[config.mk]
export PLATFORM = sky130hd
export DESIGN_NAME = signal_output_function_select
export DESIGN_NICKNAME = d
export VERILOG_FILES = /design/src/shared/output_function_pkg.sv /design/src/hdl/selector_store.sv /design/src/hdl/signal_output_function_select.sv
export VERILOG_INCLUDE_DIRS = /design/src /design/src/shared
export SDC_FILE = /design/constraint.sdc
export NUM_CORES = 1
export LEC_CHECK = 0
export ABC_AREA = 1
export BUFFER_PORTS_ARGS = -buffer_cell sky130_fd_sc_hd__buf_2
export CORE_ASPECT_RATIO = 1.75
export CORE_MARGIN = 2
export CORE_UTILIZATION = 48
export DETAILED_ROUTE_END_ITERATION = 8
export PLACE_DENSITY_LB_ADDON = 0.3
export SYNTH_ARGS = -nofsm -noshare
export SYNTH_HDL_FRONTEND = slang
export SYNTH_SLANG_ARGS = --single-unit
[constraint.sdc]
create_clock -name clk -period 3.8 [get_ports clk]
set_input_delay 0.38 -clock clk [delete_from_list [all_inputs] [get_ports clk]]
set_output_delay 0.38 -clock clk [all_outputs]
set_load 0.05 [all_outputs]
[src/shared/output_function_map.svh]
// Register offsets, selector codes and reset values for the output mapper
`ifndef OUTPUT_FUNCTION_MAP_SVH
`define OUTPUT_FUNCTION_MAP_SVH

`define SEL_W              16
`define ADDR_W             16
`define OFS_SEL0           16'h0712
`define OFS_SEL1           16'h0714
`define FN_FREE            16'h0001
`define FN_NO_FAULT        16'h0002
`define FN_ACTIVE          16'h0003
`define FN_REL_MOVE        16'h0004
`define FN_POS_WIN         16'h0005
`define FN_VEL_WIN         16'h0006
`define FN_VEL_LOW         16'h0007
`define FN_CUR_LOW         16'h0008
`define FN_HALT_ACK        16'h0009
`define FN_SEQ_START_ACK   16'h000b
`define FN_STANDSTILL      16'h000d
`define FN_SEL_ERROR       16'h000e
`define FN_REF_OK          16'h000f
`define FN_SEL_WARNING     16'h0010
`define FN_SEQ_DONE        16'h0011
`define FN_PREG_1          16'h0012
`define FN_PREG_2          16'h0013
`define FN_PREG_3          16'h0014
`define FN_PREG_4          16'h0015
`define FN_MOVE_POS        16'h0016
`define FN_MOVE_NEG        16'h0017
`define SEL0_DEFAULT       16'h0002
`define SEL1_DEFAULT       16'h0003
`define ST_READY_TO_SWITCH 3'h1
`define ST_SWITCHED_ON     3'h2
`define ST_OP_ENABLED      3'h3

`endif

[src/shared/output_function_pkg.sv]
// Types shared by the output function mapper
package output_function_pkg;

    // Drive status conditions feeding the output mapper
    typedef struct packed {
        logic [2:0] op_state;
        logic       rel_move_capture;
        logic       pos_in_window;
        logic       vel_in_window;
        logic       vel_below_thr;
        logic       cur_below_thr;
        logic       halt_ack;
        logic       seq_start_ack;
        logic       standstill;
        logic [3:0] err_class_1_4;
        logic       ref_valid;
        logic       err_class_0;
        logic       seq_done;
        logic [3:0] preg_channel;
        logic       move_pos;
        logic       move_neg;
    } drive_status_t;

    // Register write/read port
    typedef struct packed {
        logic        wr_en;
        logic        rd_en;
        logic [15:0] addr;
        logic [15:0] wdata;
    } reg_req_t;

    // Write outcome of the register store
    typedef enum logic [1:0] {
        WR_IDLE     = 2'b00,
        WR_ACCEPTED = 2'b01,
        WR_REJECTED = 2'b10
    } wr_result_t;

endpackage

[src/hdl/selector_store.sv]
// Persistent selector store with power-on snapshot of the active mapping
`timescale 1ns/1ps
`include "output_function_map.svh"

module selector_store
    import output_function_pkg::*;
#(
    parameter logic [15:0] DEFAULT_VAL = `SEL0_DEFAULT
) (
    // Clock and reset
    input  wire logic        clk,
    input  wire logic        rst,
    // Power-on load strobe
    input  wire logic        power_on_load,
    // Write side
    input  wire logic        wr_ok,
    input  wire logic [15:0] wdata,
    // Stored and active selector
    output logic [15:0]      stored_ff,
    output logic [15:0]      active_ff
);

    // Persistent copy, updated by accepted writes
    always_ff @(posedge clk) begin
        if (rst) begin
            stored_ff <= DEFAULT_VAL;
        end else if (wr_ok) begin
            stored_ff <= wdata;
        end
    end

    // Active copy only reloads at power-on
    always_ff @(posedge clk) begin
        if (rst) begin
            active_ff <= DEFAULT_VAL;
        end else if (power_on_load) begin
            active_ff <= stored_ff;
        end
    end

endmodule

[src/hdl/signal_output_function_select.sv]
// Maps drive status conditions onto the two digital signal outputs
`timescale 1ns/1ps
`include "output_function_map.svh"

// Functional notes
// - Code 1 drives the output from a software level.
// - Code 2: ready to switch on, switched on or operation enabled.
// - Code 3: only while operation enabled.
// - Code 4: relative move after capture active or finished.
// - Codes 5 and 6: position or velocity deviation in window.
// - Codes 7 and 8: velocity or current below threshold.
// - Code 9: halt acknowledge.
// - Code 11: motion sequence start acknowledge.
// - Code 13: motor at standstill.
// - Code 14: any selected error of class one to four.
// - Code 15: reference valid.
// - Code 16: any selected class zero warning.
// - Code 17: motion sequence done.
// - Codes 18 to 21: position register channels one to four.
// - Codes 22 and 23: moving positive or negative.
// - Selector writes accepted only with power stage disabled.
// - New selector stored but used only after next power-on.
// - Each output has its own independent selector.
// - Defaults: output zero no-fault, output one active.
// - Outputs keep following their function during errors.
module signal_output_function_select
    import output_function_pkg::*;
(
    // Clock and reset
    input  wire logic          clk,
    input  wire logic          rst,
    // Power-on strobe and power stage state
    input  wire logic          power_on_load,
    input  wire logic          power_stage_enabled,
    // Parameter access
    input  wire reg_req_t      req,
    output logic [15:0]        rdata_ff,
    output wr_result_t         wr_result_ff,
    // Software levels for code 1
    input  wire logic [1:0]    sw_level,
    // Drive status conditions
    input  wire drive_status_t status,
    // Digital outputs
    output logic               digital_output_zero,
    output logic               digital_output_one
);

    logic [15:0] stored_sel [2];
    logic [15:0] active_sel [2];
    logic [1:0]  out_ff;
    logic [1:0]  hit;
    logic [1:0]  wr_ok;
    logic [1:0]  nxt_out;

    // Listed function codes only
    function automatic logic code_valid(input logic [15:0] c);
        logic ok;
        ok = 1'b0;
        unique case (c)
            `FN_FREE, `FN_NO_FAULT, `FN_ACTIVE, `FN_REL_MOVE, `FN_POS_WIN,
            `FN_VEL_WIN, `FN_VEL_LOW, `FN_CUR_LOW, `FN_HALT_ACK,
            `FN_SEQ_START_ACK, `FN_STANDSTILL, `FN_SEL_ERROR,
            `FN_REF_OK, `FN_SEL_WARNING, `FN_SEQ_DONE, `FN_PREG_1,
            `FN_PREG_2, `FN_PREG_3, `FN_PREG_4, `FN_MOVE_POS,
            `FN_MOVE_NEG: ok = 1'b1;
            default: ok = 1'b0;
        endcase
        return ok;
    endfunction

    // Function decode for one output
    function automatic logic map_fn(input logic [15:0] c,
                                    input logic sw,
                                    input drive_status_t s);
        logic v;
        v = 1'b0;
        unique case (c)
            `FN_FREE:          v = sw;
            `FN_NO_FAULT:      v = (s.op_state == `ST_READY_TO_SWITCH) ||
                                   (s.op_state == `ST_SWITCHED_ON) ||
                                   (s.op_state == `ST_OP_ENABLED);
            `FN_ACTIVE:        v = (s.op_state == `ST_OP_ENABLED);
            `FN_REL_MOVE:      v = s.rel_move_capture;
            `FN_POS_WIN:       v = s.pos_in_window;
            `FN_VEL_WIN:       v = s.vel_in_window;
            `FN_VEL_LOW:       v = s.vel_below_thr;
            `FN_CUR_LOW:       v = s.cur_below_thr;
            `FN_HALT_ACK:      v = s.halt_ack;
            `FN_SEQ_START_ACK: v = s.seq_start_ack;
            `FN_STANDSTILL:    v = s.standstill;
            `FN_SEL_ERROR:     v = |s.err_class_1_4;
            `FN_REF_OK:        v = s.ref_valid;
            `FN_SEL_WARNING:   v = s.err_class_0;
            `FN_SEQ_DONE:      v = s.seq_done;
            `FN_PREG_1:        v = s.preg_channel[0];
            `FN_PREG_2:        v = s.preg_channel[1];
            `FN_PREG_3:        v = s.preg_channel[2];
            `FN_PREG_4:        v = s.preg_channel[3];
            `FN_MOVE_POS:      v = s.move_pos;
            `FN_MOVE_NEG:      v = s.move_neg;
            default:           v = 1'b0;
        endcase
        return v;
    endfunction

    // Address hits for the two selectors
    assign hit[0] = (req.addr == `OFS_SEL0);
    assign hit[1] = (req.addr == `OFS_SEL1);

    // One store and one decoder per output
    for (genvar i = 0; i < 2; i++) begin : g_out
        // Write gated by power stage and code check
        assign wr_ok[i] = req.wr_en && hit[i] && !power_stage_enabled &&
                          code_valid(req.wdata);

        // Separate selector per output, defaults differ
        selector_store #(
            .DEFAULT_VAL (i == 0 ? `SEL0_DEFAULT : `SEL1_DEFAULT)
        ) u_store (
            .clk           (clk),
            .rst           (rst),
            .power_on_load (power_on_load),
            .wr_ok         (wr_ok[i]),
            .wdata         (req.wdata),
            .stored_ff     (stored_sel[i]),
            .active_ff     (active_sel[i])
        );

        // Output follows function, no error override
        assign nxt_out[i] = map_fn(active_sel[i], sw_level[i],
                                   status);
    end

    // Registered outputs
    always_ff @(posedge clk) begin
        if (rst) begin
            out_ff <= 2'h0;
        end else begin
            out_ff <= nxt_out;
        end
    end

    assign digital_output_zero = out_ff[0];
    assign digital_output_one  = out_ff[1];

    // Read data shows the stored selector
    always_ff @(posedge clk) begin
        if (rst) begin
            rdata_ff <= 16'h0000;
        end else if (req.rd_en) begin
            rdata_ff <= hit[0] ? stored_sel[0] :
                        hit[1] ? stored_sel[1] : 16'h0000;
        end
    end

    // Write outcome per request
    always_ff @(posedge clk) begin
        if (rst) begin
            wr_result_ff <= WR_IDLE;
        end else if (req.wr_en && (hit[0] || hit[1])) begin
            wr_result_ff <= (|wr_ok) ? WR_ACCEPTED : WR_REJECTED;
        end else begin
            wr_result_ff <= WR_IDLE;
        end
    end
endmodule

==> results of run 1 <==
-- through the flow --
| step | util [%] | setup slack, ns | std cells | cell area, µm² |
|---|---|---|---|---|
| after floorplan | - | 2.415 | 639 | 4212 |
| after global placement | 53.86 | 1.506 | 811 | 4639 |
| after detailed placement | 53.86 | 1.456 | 811 | 4639 |
| after CTS | 57.28 | 1.634 | 827 | 4935 |
| after global routing | 57.28 | 1.265 | 827 | 4935 |
| final | 57.28 | 1.597 | 827 | 4935 |
-- cell usage after synthesis, drive strengths merged --
cell	number
inv	112
nor2	105
nand2	98
dfxtp	84
nand3	58
o21ai	58
a21oi	43
nand4	18
clkbuf	17
o221ai	15
buf	12
nor3	7
o211ai	5
nand3b	2
a31o	1
and2	1
clkinv	1
nor4	1
o2111ai	1
-- state kept, by name, summed over array words and instances (netlist names) --
signal / flops
g_out.u_store.active_ff: 32
g_out.u_store.stored_ff: 32
rdata_ff: 16
out_ff: 2
wr_result_ff: 2
-- worst paths after layout --
check | from | end | cells past startpoint
max | g_out[1].u_store.active_ff[12]$_SDFFE_PP0P_ | out_ff[1]$_SDFF_PP0_ | 9
min | rst | out_ff[1]$_SDFF_PP0_ | 2
max reg2reg | g_out[1].u_store.active_ff[12]$_SDFFE_PP0P_ | out_ff[1]$_SDFF_PP0_ | 9
min reg2reg | g_out[1].u_store.stored_ff[14]$_SDFFE_PP0P_ | g_out[1].u_store.stored_ff[14]$_SDFFE_PP0P_ | 2
-- per-layer routing --
metal / vias to the layer above / routed length, µm / share of wire [%]
met5: - / 0 / 0
met4: 0 / 381 / 3.4
met3: 25 / 367 / 3.3
met2: 101 / 6105 / 55
met1: 1929 / 4214 / 38
li1: 2193 / - / -
-- placed cells by master (no fill, tap or decap) --
cell type	n
sky130_fd_sc_hd__nand3_1	58
sky130_fd_sc_hd__o2111ai_1	1
sky130_fd_sc_hd__nor2_4	2
sky130_fd_sc_hd__bufinv_16	1
sky130_fd_sc_hd__nor2_1	100
sky130_fd_sc_hd__o211ai_1	5
sky130_fd_sc_hd__nor4_1	1
sky130_fd_sc_hd__buf_4	1
sky130_fd_sc_hd__nand3b_1	1
sky130_fd_sc_hd__nor2_2	3
sky130_fd_sc_hd__nor3_2	1
sky130_fd_sc_hd__nand3b_4	1
sky130_fd_sc_hd__nor3_1	6
sky130_fd_sc_hd__a31o_2	1
sky130_fd_sc_hd__clkbuf_16	9
sky130_fd_sc_hd__inv_2	1
sky130_fd_sc_hd__clkinv_1	1
sky130_fd_sc_hd__o221ai_1	15
sky130_fd_sc_hd__o21ai_0	48
sky130_fd_sc_hd__nand2_2	2
sky130_fd_sc_hd__nand2_1	96
sky130_fd_sc_hd__dfxtp_1	84
sky130_fd_sc_hd__clkinv_4	2
sky130_fd_sc_hd__o21ai_1	10
sky130_fd_sc_hd__nand4_1	18
sky130_fd_sc_hd__clkinvlp_4	2
sky130_fd_sc_hd__clkbuf_1	2
sky130_fd_sc_hd__a21oi_1	43
sky130_fd_sc_hd__inv_1	111
sky130_fd_sc_hd__buf_2	83
sky130_fd_sc_hd__and2_1	1
-- logic make-up after synthesis --
logic type / count (synthesis) / share of synthesized area (%)
buffers and inverters: 142 / 13.43
AND/OR/NAND/NOR: 290 / 30.21
flip-flops: 84 / 39.93
AO/OA/AOI/OAI: 123 / 16.43
-- where the power goes --
group / internal, mW / switching (mW) / total [mW]
registers: 0.906 / 0.0172 / 0.923
logic: 0.0681 / 0.165 / 0.233
clock network: 0.511 / 0.347 / 0.858
total: 1.49 / 0.528 / 2.01
-- layout make-up --
type / instances / area, µm²
fill: 853 / 3680
multi-input combinational: 413 / 1964
sequential: 84 / 1682
inverter: 113 / 424.2
timing repair buffer: 84 / 422.9
clock buffer: 11 / 232.7
tap: 117 / 146.4
clock inverter: 5 / 62.56
-- worst max-delay path: cells and delay by family, from the launching register on --
family	cells	cell delay [ns]
DFF	1	0.31
AOI/OAI and AO/OA	1	0.13
and+or+nand+nor	8	1.69
==> summary.log, run 1 <==
INFO  place          gp_congestion=0.8240
INFO  logic_synthesis yosys.cell_types.count=28
INFO  logic_synthesis synth_top_cell_area_share=39.93%
INFO  die            initial_utilization=48.89%
INFO  global_route   grt_max_degree=76
INFO  global_route   globalRouteMet3Util=4.324%
INFO  logic_synthesis synth_seq_cells=84
INFO  global_route   global_route_wire_length_before_repair=18000µm
INFO  logic_synthesis syn-mean-instance-area=6.591µm²
INFO  sta            timing.max_slew.rel_slack=21.26%
INFO  job            drv_cap=0
INFO  sta            report.final.setup_viol=0
INFO  setup_path     critical_path.startpoint_type=flip-flop
INFO  cells_and_area share_of_cells_above_drive_strength_1=15.35%
INFO  sta            clk_skew=0.006779ns
INFO  pwr            powerDensity=408.1nW/µm²
INFO  setup_path     end_kind=flip-flop
INFO  cells_and_area post_synthesis_to_final_layout_area_growth=17.17%
INFO  die            fp.coreArea=8615µm²
INFO  sta            max_freq=453.9MHz
INFO  global_route   global_route.overflow_total=0
INFO  logic_synthesis netlist.top_cell.by_area=sky130_fd_sc_hd__dfxtp_1
INFO  setup_path     timing.critical_path.slowest_cell_delay=0.89ns
INFO  min_path       min_path_type=in -> reg
INFO  global_route   antenna_found_initial=0
INFO  place          portBuffers=83
INFO  logic_synthesis yosys-top-cells-area=sky130_fd_sc_hd__dfxtp_1 (40%), sky130_fd_sc_hd__inv_1 (9.9%), sky130_fd_sc_hd__nor2_1 (8.9%)
INFO  clocking       clk-insertion-delay-late=0.34ns
INFO  routing        drt_first_pass_iters=4
INFO  clocking       tritoncts_num_sinks=84
INFO  cells_and_area design.final.nets=769
INFO  global_route   first_global_vias=3988
INFO  sta            period_share=57.98%
INFO  logic_synthesis post_synth_inst_count=639
INFO  clocking       clock_path_buffers=2
INFO  routing        wl_per_cell=13.38µm
INFO  global_route   grt_busiest_layer=met2
INFO  clocking       cts_tree=yes
INFO  routing        drc=0
INFO  routing        routed-via-count=4248
INFO  routing        final_antenna_net_count=0
INFO  setup_path     regToRegSetupSlack=1.60ns
INFO  setup_path     crit_path_frequent_cell=sky130_fd_sc_hd__nor2_1
INFO  sta            drv_slew=0
INFO  logic_synthesis synth_warnings=0
INFO  logic_synthesis syn_area=4212µm²
INFO  setup_path     timing.critical_path.slowest_stage_cell=sky130_fd_sc_hd__nor2_1
INFO  setup_path     timing.critical_path.cells=nor2_1 > nand2_1 > nor2_1 > nand2_1 > nor2_1 > nand2_1 > nand3_1 > nor2_1 > a21oi_1
INFO  global_route   grt_use_met2=45.29%
INFO  setup_path     arrival=2.47ns
INFO  clocking       cts.hold.buffers_added=0
INFO  die            std_cell_rows=45
INFO  logic_synthesis synth.yosys.seq_area_share=39.93%
INFO  routing        vias_per_cell=5.137
INFO  sta            post-route-min-period=2.203ns
INFO  clocking       post_cts.repair.setup_buffers=0
INFO  place          hpwlAfterDp=8255µm
INFO  run_status     status=finished clean
INFO  sta            unrepaired_setup_endpoints_after_global_routing=no
INFO  die            die_area=9568µm²
INFO  clocking       cts_made_buffers=9
INFO  pwr            max-vdd-ir-drop=334.8µV
INFO  sta            hold-worst-slack=0.2806ns
INFO  setup_path     worstPathRequired=4.07ns
INFO  global_route   grtUsageTotal=24.43%
INFO  die            floorplan.die.width=74.81µm
INFO  routing        drt-total-wl=11070µm
INFO  die            num_io_pins=84
INFO  global_route   global_route.usage.met1=25.53%
INFO  clocking       ctsRootBufferMaster=sky130_fd_sc_hd__clkbuf_16
INFO  pwr            power_leakage=2.481nW
INFO  sta            worst_slew_pin_slew=1.177ns
INFO  pwr            report.power.total=2.014mW
INFO  clocking       worst_setup_hold_path_clk_slew=0.06ns
INFO  clocking       cts_repair_resize_count=0
INFO  logic_synthesis syn_nets=703
INFO  sta            setup_total_negative_slack=0ns
INFO  setup_path     crit_type=reg -> reg
INFO  sta            number_of_hold_violations_in_the_final_report=0
INFO  cells_and_area n_antenna_cell=0
INFO  routing        initialDrtViolationCount=156
INFO  clocking       maximum_level_of_the_cts_h_tree=3
INFO  setup_path     path_max_fanout=20
INFO  die            fp.dieH=127.9µm
Power figures use the tool's default switching activity.
==> run 2, diff against run 1 <==
- clock period: 3.8 -> 2.15 ns (I/O delays scaled with it)
==> run 2 against run 1 <==
Clock skew fell by 0.0013 ns. Clock-buffer cell count decreased by 1. Highest routed layer unchanged. Die area is the same. Routed wire length rose by 1.1%. Non-clock buffer count rose by 7. Worst hold slack got worse by 0.17 ns. Fmax increased by 38%. Power increased by 83%.
==> summary.log, run 2 (synthesized netlist as in run 1, its figures left out) <==
INFO  run_status     status=finished clean
INFO  clocking       post_cts.repair.setup_buffers=0 [unchanged]
INFO  setup_path     path_max_fanout=32 [+60%]
INFO  sta            timing.max_slew.rel_slack=40.10% [+19 points]
INFO  pwr            power_leakage=2.527nW [+1.8%]
INFO  sta            post-route-min-period=1.596ns [-0.6072 ns]
INFO  clocking       ctsRootBufferMaster=sky130_fd_sc_hd__clkbuf_16
INFO  clocking       worst_setup_hold_path_clk_slew=0.06ns [about the same]
INFO  sta            clk_skew=0.005453ns [-0.001326 ns]
INFO  routing        drc=0 [unchanged]
INFO  global_route   grtUsageTotal=24.97% [+0.54 points]
INFO  sta            drv_slew=0 [unchanged]
INFO  cells_and_area largest_registers=g_out.u_store.active_ff: 32 flops, g_out.u_store.stored_ff: 32 flops, rdata_ff: 16 flops
INFO  global_route   first_global_vias=4069 [+2.0%]
INFO  sta            period_share=74.24% [+16 points]
INFO  place          portBuffers=83 [unchanged]
INFO  sta            unrepaired_setup_endpoints_after_global_routing=no
INFO  cells_and_area layout_common_cells=sky130_fd_sc_hd__inv_1 (111), sky130_fd_sc_hd__nor2_1 (100), sky130_fd_sc_hd__nand2_1 (96)
INFO  cells_and_area post-route-util=58.16% [+0.87 points]
INFO  setup_path     worstPathRequired=2.43ns [-1.64 ns]
INFO  die            floorplan.die.width=74.81µm [unchanged]
INFO  clocking       cts_made_buffers=9 [unchanged]
INFO  routing        routed-via-count=4265 [+0.40%]
INFO  place          detailed_place.area=4692µm² [+1.1%]
INFO  place          place_inst=818 [+0.86%]
INFO  setup_path     end_kind=flip-flop
INFO  setup_path     r2r_start=g_out[0].u_store.active_ff[11]$_SDFFE_PP0P_
INFO  setup_path     timing.critical_path.slowest_cell_delay=0.31ns [-0.58 ns]
INFO  setup_path     timing.critical_path.cells=nor2_1 > nand2_1 > nor2_4 > buf_4 > nand3_1 > nand2_1 > inv_1 > nand2_1 > nor2_1 > nand2_1 > nor2_1 > nor2_1
INFO  cells_and_area layout_commonest_cell=sky130_fd_sc_hd__inv_1
INFO  global_route   grt_max_degree=61 [-20%]
INFO  job            drv_cap=0 [unchanged]
INFO  cells_and_area multi_input_combinational_cell_area=1964µm² [unchanged]
INFO  die            fp.dieH=127.9µm [unchanged]
INFO  die            initial_utilization=48.89% [unchanged]
INFO  routing        drt_first_pass_iters=5 [+1]
INFO  sta            setup_total_negative_slack=0ns [unchanged]
INFO  global_route   global_route.overflow_total=0 [unchanged]
INFO  min_path       worstHoldEndpoint=out_ff[1]$_SDFF_PP0_
INFO  setup_path     r2r-end=out_ff[0]$_SDFF_PP0_
INFO  die            die_area=9568µm² [unchanged]
INFO  routing        initialDrtViolationCount=174 [+12%]
INFO  setup_path     critical_path.startpoint_type=flip-flop
INFO  clocking       clk-insertion-delay-late=0.34ns [about the same]
INFO  die            std_cell_rows=45 [unchanged]
INFO  clocking       cts_tree=yes
INFO  clocking       cts.hold.buffers_added=0 [unchanged]
INFO  cells_and_area n_antenna_cell=0 [unchanged]
INFO  pwr            powerDensity=734.8nW/µm² [+80%]
INFO  routing        vias_per_cell=5.114 [-0.44%]
INFO  global_route   antenna_found_initial=0 [unchanged]
INFO  cells_and_area layout.filler_cells=859 [+0.70%]
INFO  clocking       clock_path_buffers=2 [unchanged]
INFO  min_path       timing.hold.worst_path_depth=2 [unchanged]
INFO  cells_and_area design_area=5010µm² [+1.5%]
INFO  setup_path     ff_to_ff_path_depth=12 [+3]
INFO  pwr            max-vdd-ir-drop=625.7µV [+87%]
INFO  cells_and_area area.sequential=1682µm² [unchanged]
INFO  cells_and_area post_synthesis_to_final_layout_area_growth=18.95%
INFO  setup_path     arrival=1.88ns [-0.59 ns]
INFO  cells_and_area share_of_cells_above_drive_strength_1=16.32% [+0.97 points]
INFO  clocking       maximum_level_of_the_cts_h_tree=3 [unchanged]
INFO  sta            report.final.setup_viol=0 [unchanged]
INFO  min_path       timing.hold.worst.start=rst
INFO  global_route   global_route_wire_length_before_repair=18450µm [+2.5%]
INFO  routing        final_antenna_net_count=0 [unchanged]
INFO  place          gp_congestion=0.8567 [+4.0%]
INFO  sta            number_of_hold_violations_in_the_final_report=0 [unchanged]
INFO  sta            max_freq=626.5MHz [+38%]
INFO  routing        wl_per_cell=13.42µm [+0.25%]
INFO  clocking       cts_repair_resize_count=0 [unchanged]
INFO  min_path       min_path_type=in -> reg
INFO  cells_and_area design.final.nets=776 [+0.91%]
INFO  clocking       tritoncts_num_sinks=84 [unchanged]
INFO  routing        drt-total-wl=11190µm [+1.1%]
INFO  die            fp.coreArea=8615µm² [unchanged]
INFO  setup_path     timing.critical_path.slowest_stage_cell=sky130_fd_sc_hd__dfxtp_1
INFO  setup_path     regToRegSetupSlack=0.55ns [-1.04 ns]
INFO  setup_path     crit_type=reg -> reg
INFO  sta            worst_slew_pin_slew=0.8985ns [-0.2782 ns]
INFO  die            num_io_pins=84 [unchanged]
INFO  place          hpwlAfterDp=8490µm [+2.9%]
INFO  cells_and_area post_layout_nonfiller_instances=834 [+0.85%]
==> run 2: changes by cell type in the layout (fill, tap and decap cells not counted), sizes merged <==
cell / before / now
buf: 84 / 91
bufinv: 1 / 2
clkbuf: 11 / 10
==> run 2: final cells by class <==
type / instances / area share (%)
Multi-Input combinational cell: 413 / 39.21
Sequential cell: 84 / 33.57
Timing Repair Buffer: 91 / 9.491
Inverter: 113 / 8.467
Clock buffer: 10 / 4.570
Tap cell: 117 / 2.922
Clock inverter: 6 / 1.773
==> run 2: where the power goes <==
part | total (mW) | internal (mW) | switching, mW | leakage, nW
logic | 0.427 | 0.130 | 0.297 | 1.69
clock network | 1.62 | 1.02 | 0.606 | 0.149
registers | 1.63 | 1.60 | 0.0307 | 0.685
==> run 2: worst max path at each step <==
stage | cells after the start | start | slack (ns) | end
finish | 12 | g_out[0].u_store.active_ff[11]$_SDFFE_PP0P_ | 0.55 | out_ff[0]$_SDFF_PP0_
global route | 9 | g_out[1].u_store.active_ff[6]$_SDFFE_PP0P_ | 0.34 | out_ff[1]$_SDFF_PP0_
CTS | 9 | g_out[1].u_store.active_ff[6]$_SDFFE_PP0P_ | 0.53 | out_ff[1]$_SDFF_PP0_
detailed placement | 8 | req[29] | 0.47 | rdata_ff[10]$_SDFFE_PP0P_
global placement | 8 | req[29] | 0.51 | rdata_ff[10]$_SDFFE_PP0P_
floorplan | 12 | g_out[0].u_store.active_ff[11]$_SDFFE_PP0P_ | 0.88 | out_ff[0]$_SDFF_PP0_
==> run 2: through the flow <==
| step | power, mW | setup slack, ns | hold slack [ns] |
|---|---|---|---|
| after floorplan | 1.946 | 0.8797 | 0.2841 |
| after global placement | 2.082 | 0.5143 | 0.4413 |
| after detailed placement | 2.091 | 0.4722 | 0.4456 |
| after CTS | 3.709 | 0.5254 | 0.1097 |
| after global routing | 3.826 | 0.3355 | 0.1167 |
| final | 3.681 | 0.5538 | 0.1057 |
==> run 2: worst max-delay path, delay by kind of cell (launching register included) <==
kind | cells | cell delay [ns]
simple gates | 10 | 0.89
buf+inv | 2 | 0.35
flops | 1 | 0.31
==> run 2: routing by layer <==
layer  vias up  GRT usage (%)  part of all wire [%]
li1       2214              -                     -
met4         0          11.87                   3.6
met3        31          3.381                   3.0
met5         -              0                     0
met1      1911          26.74                    38
met2       109          46.12                    55
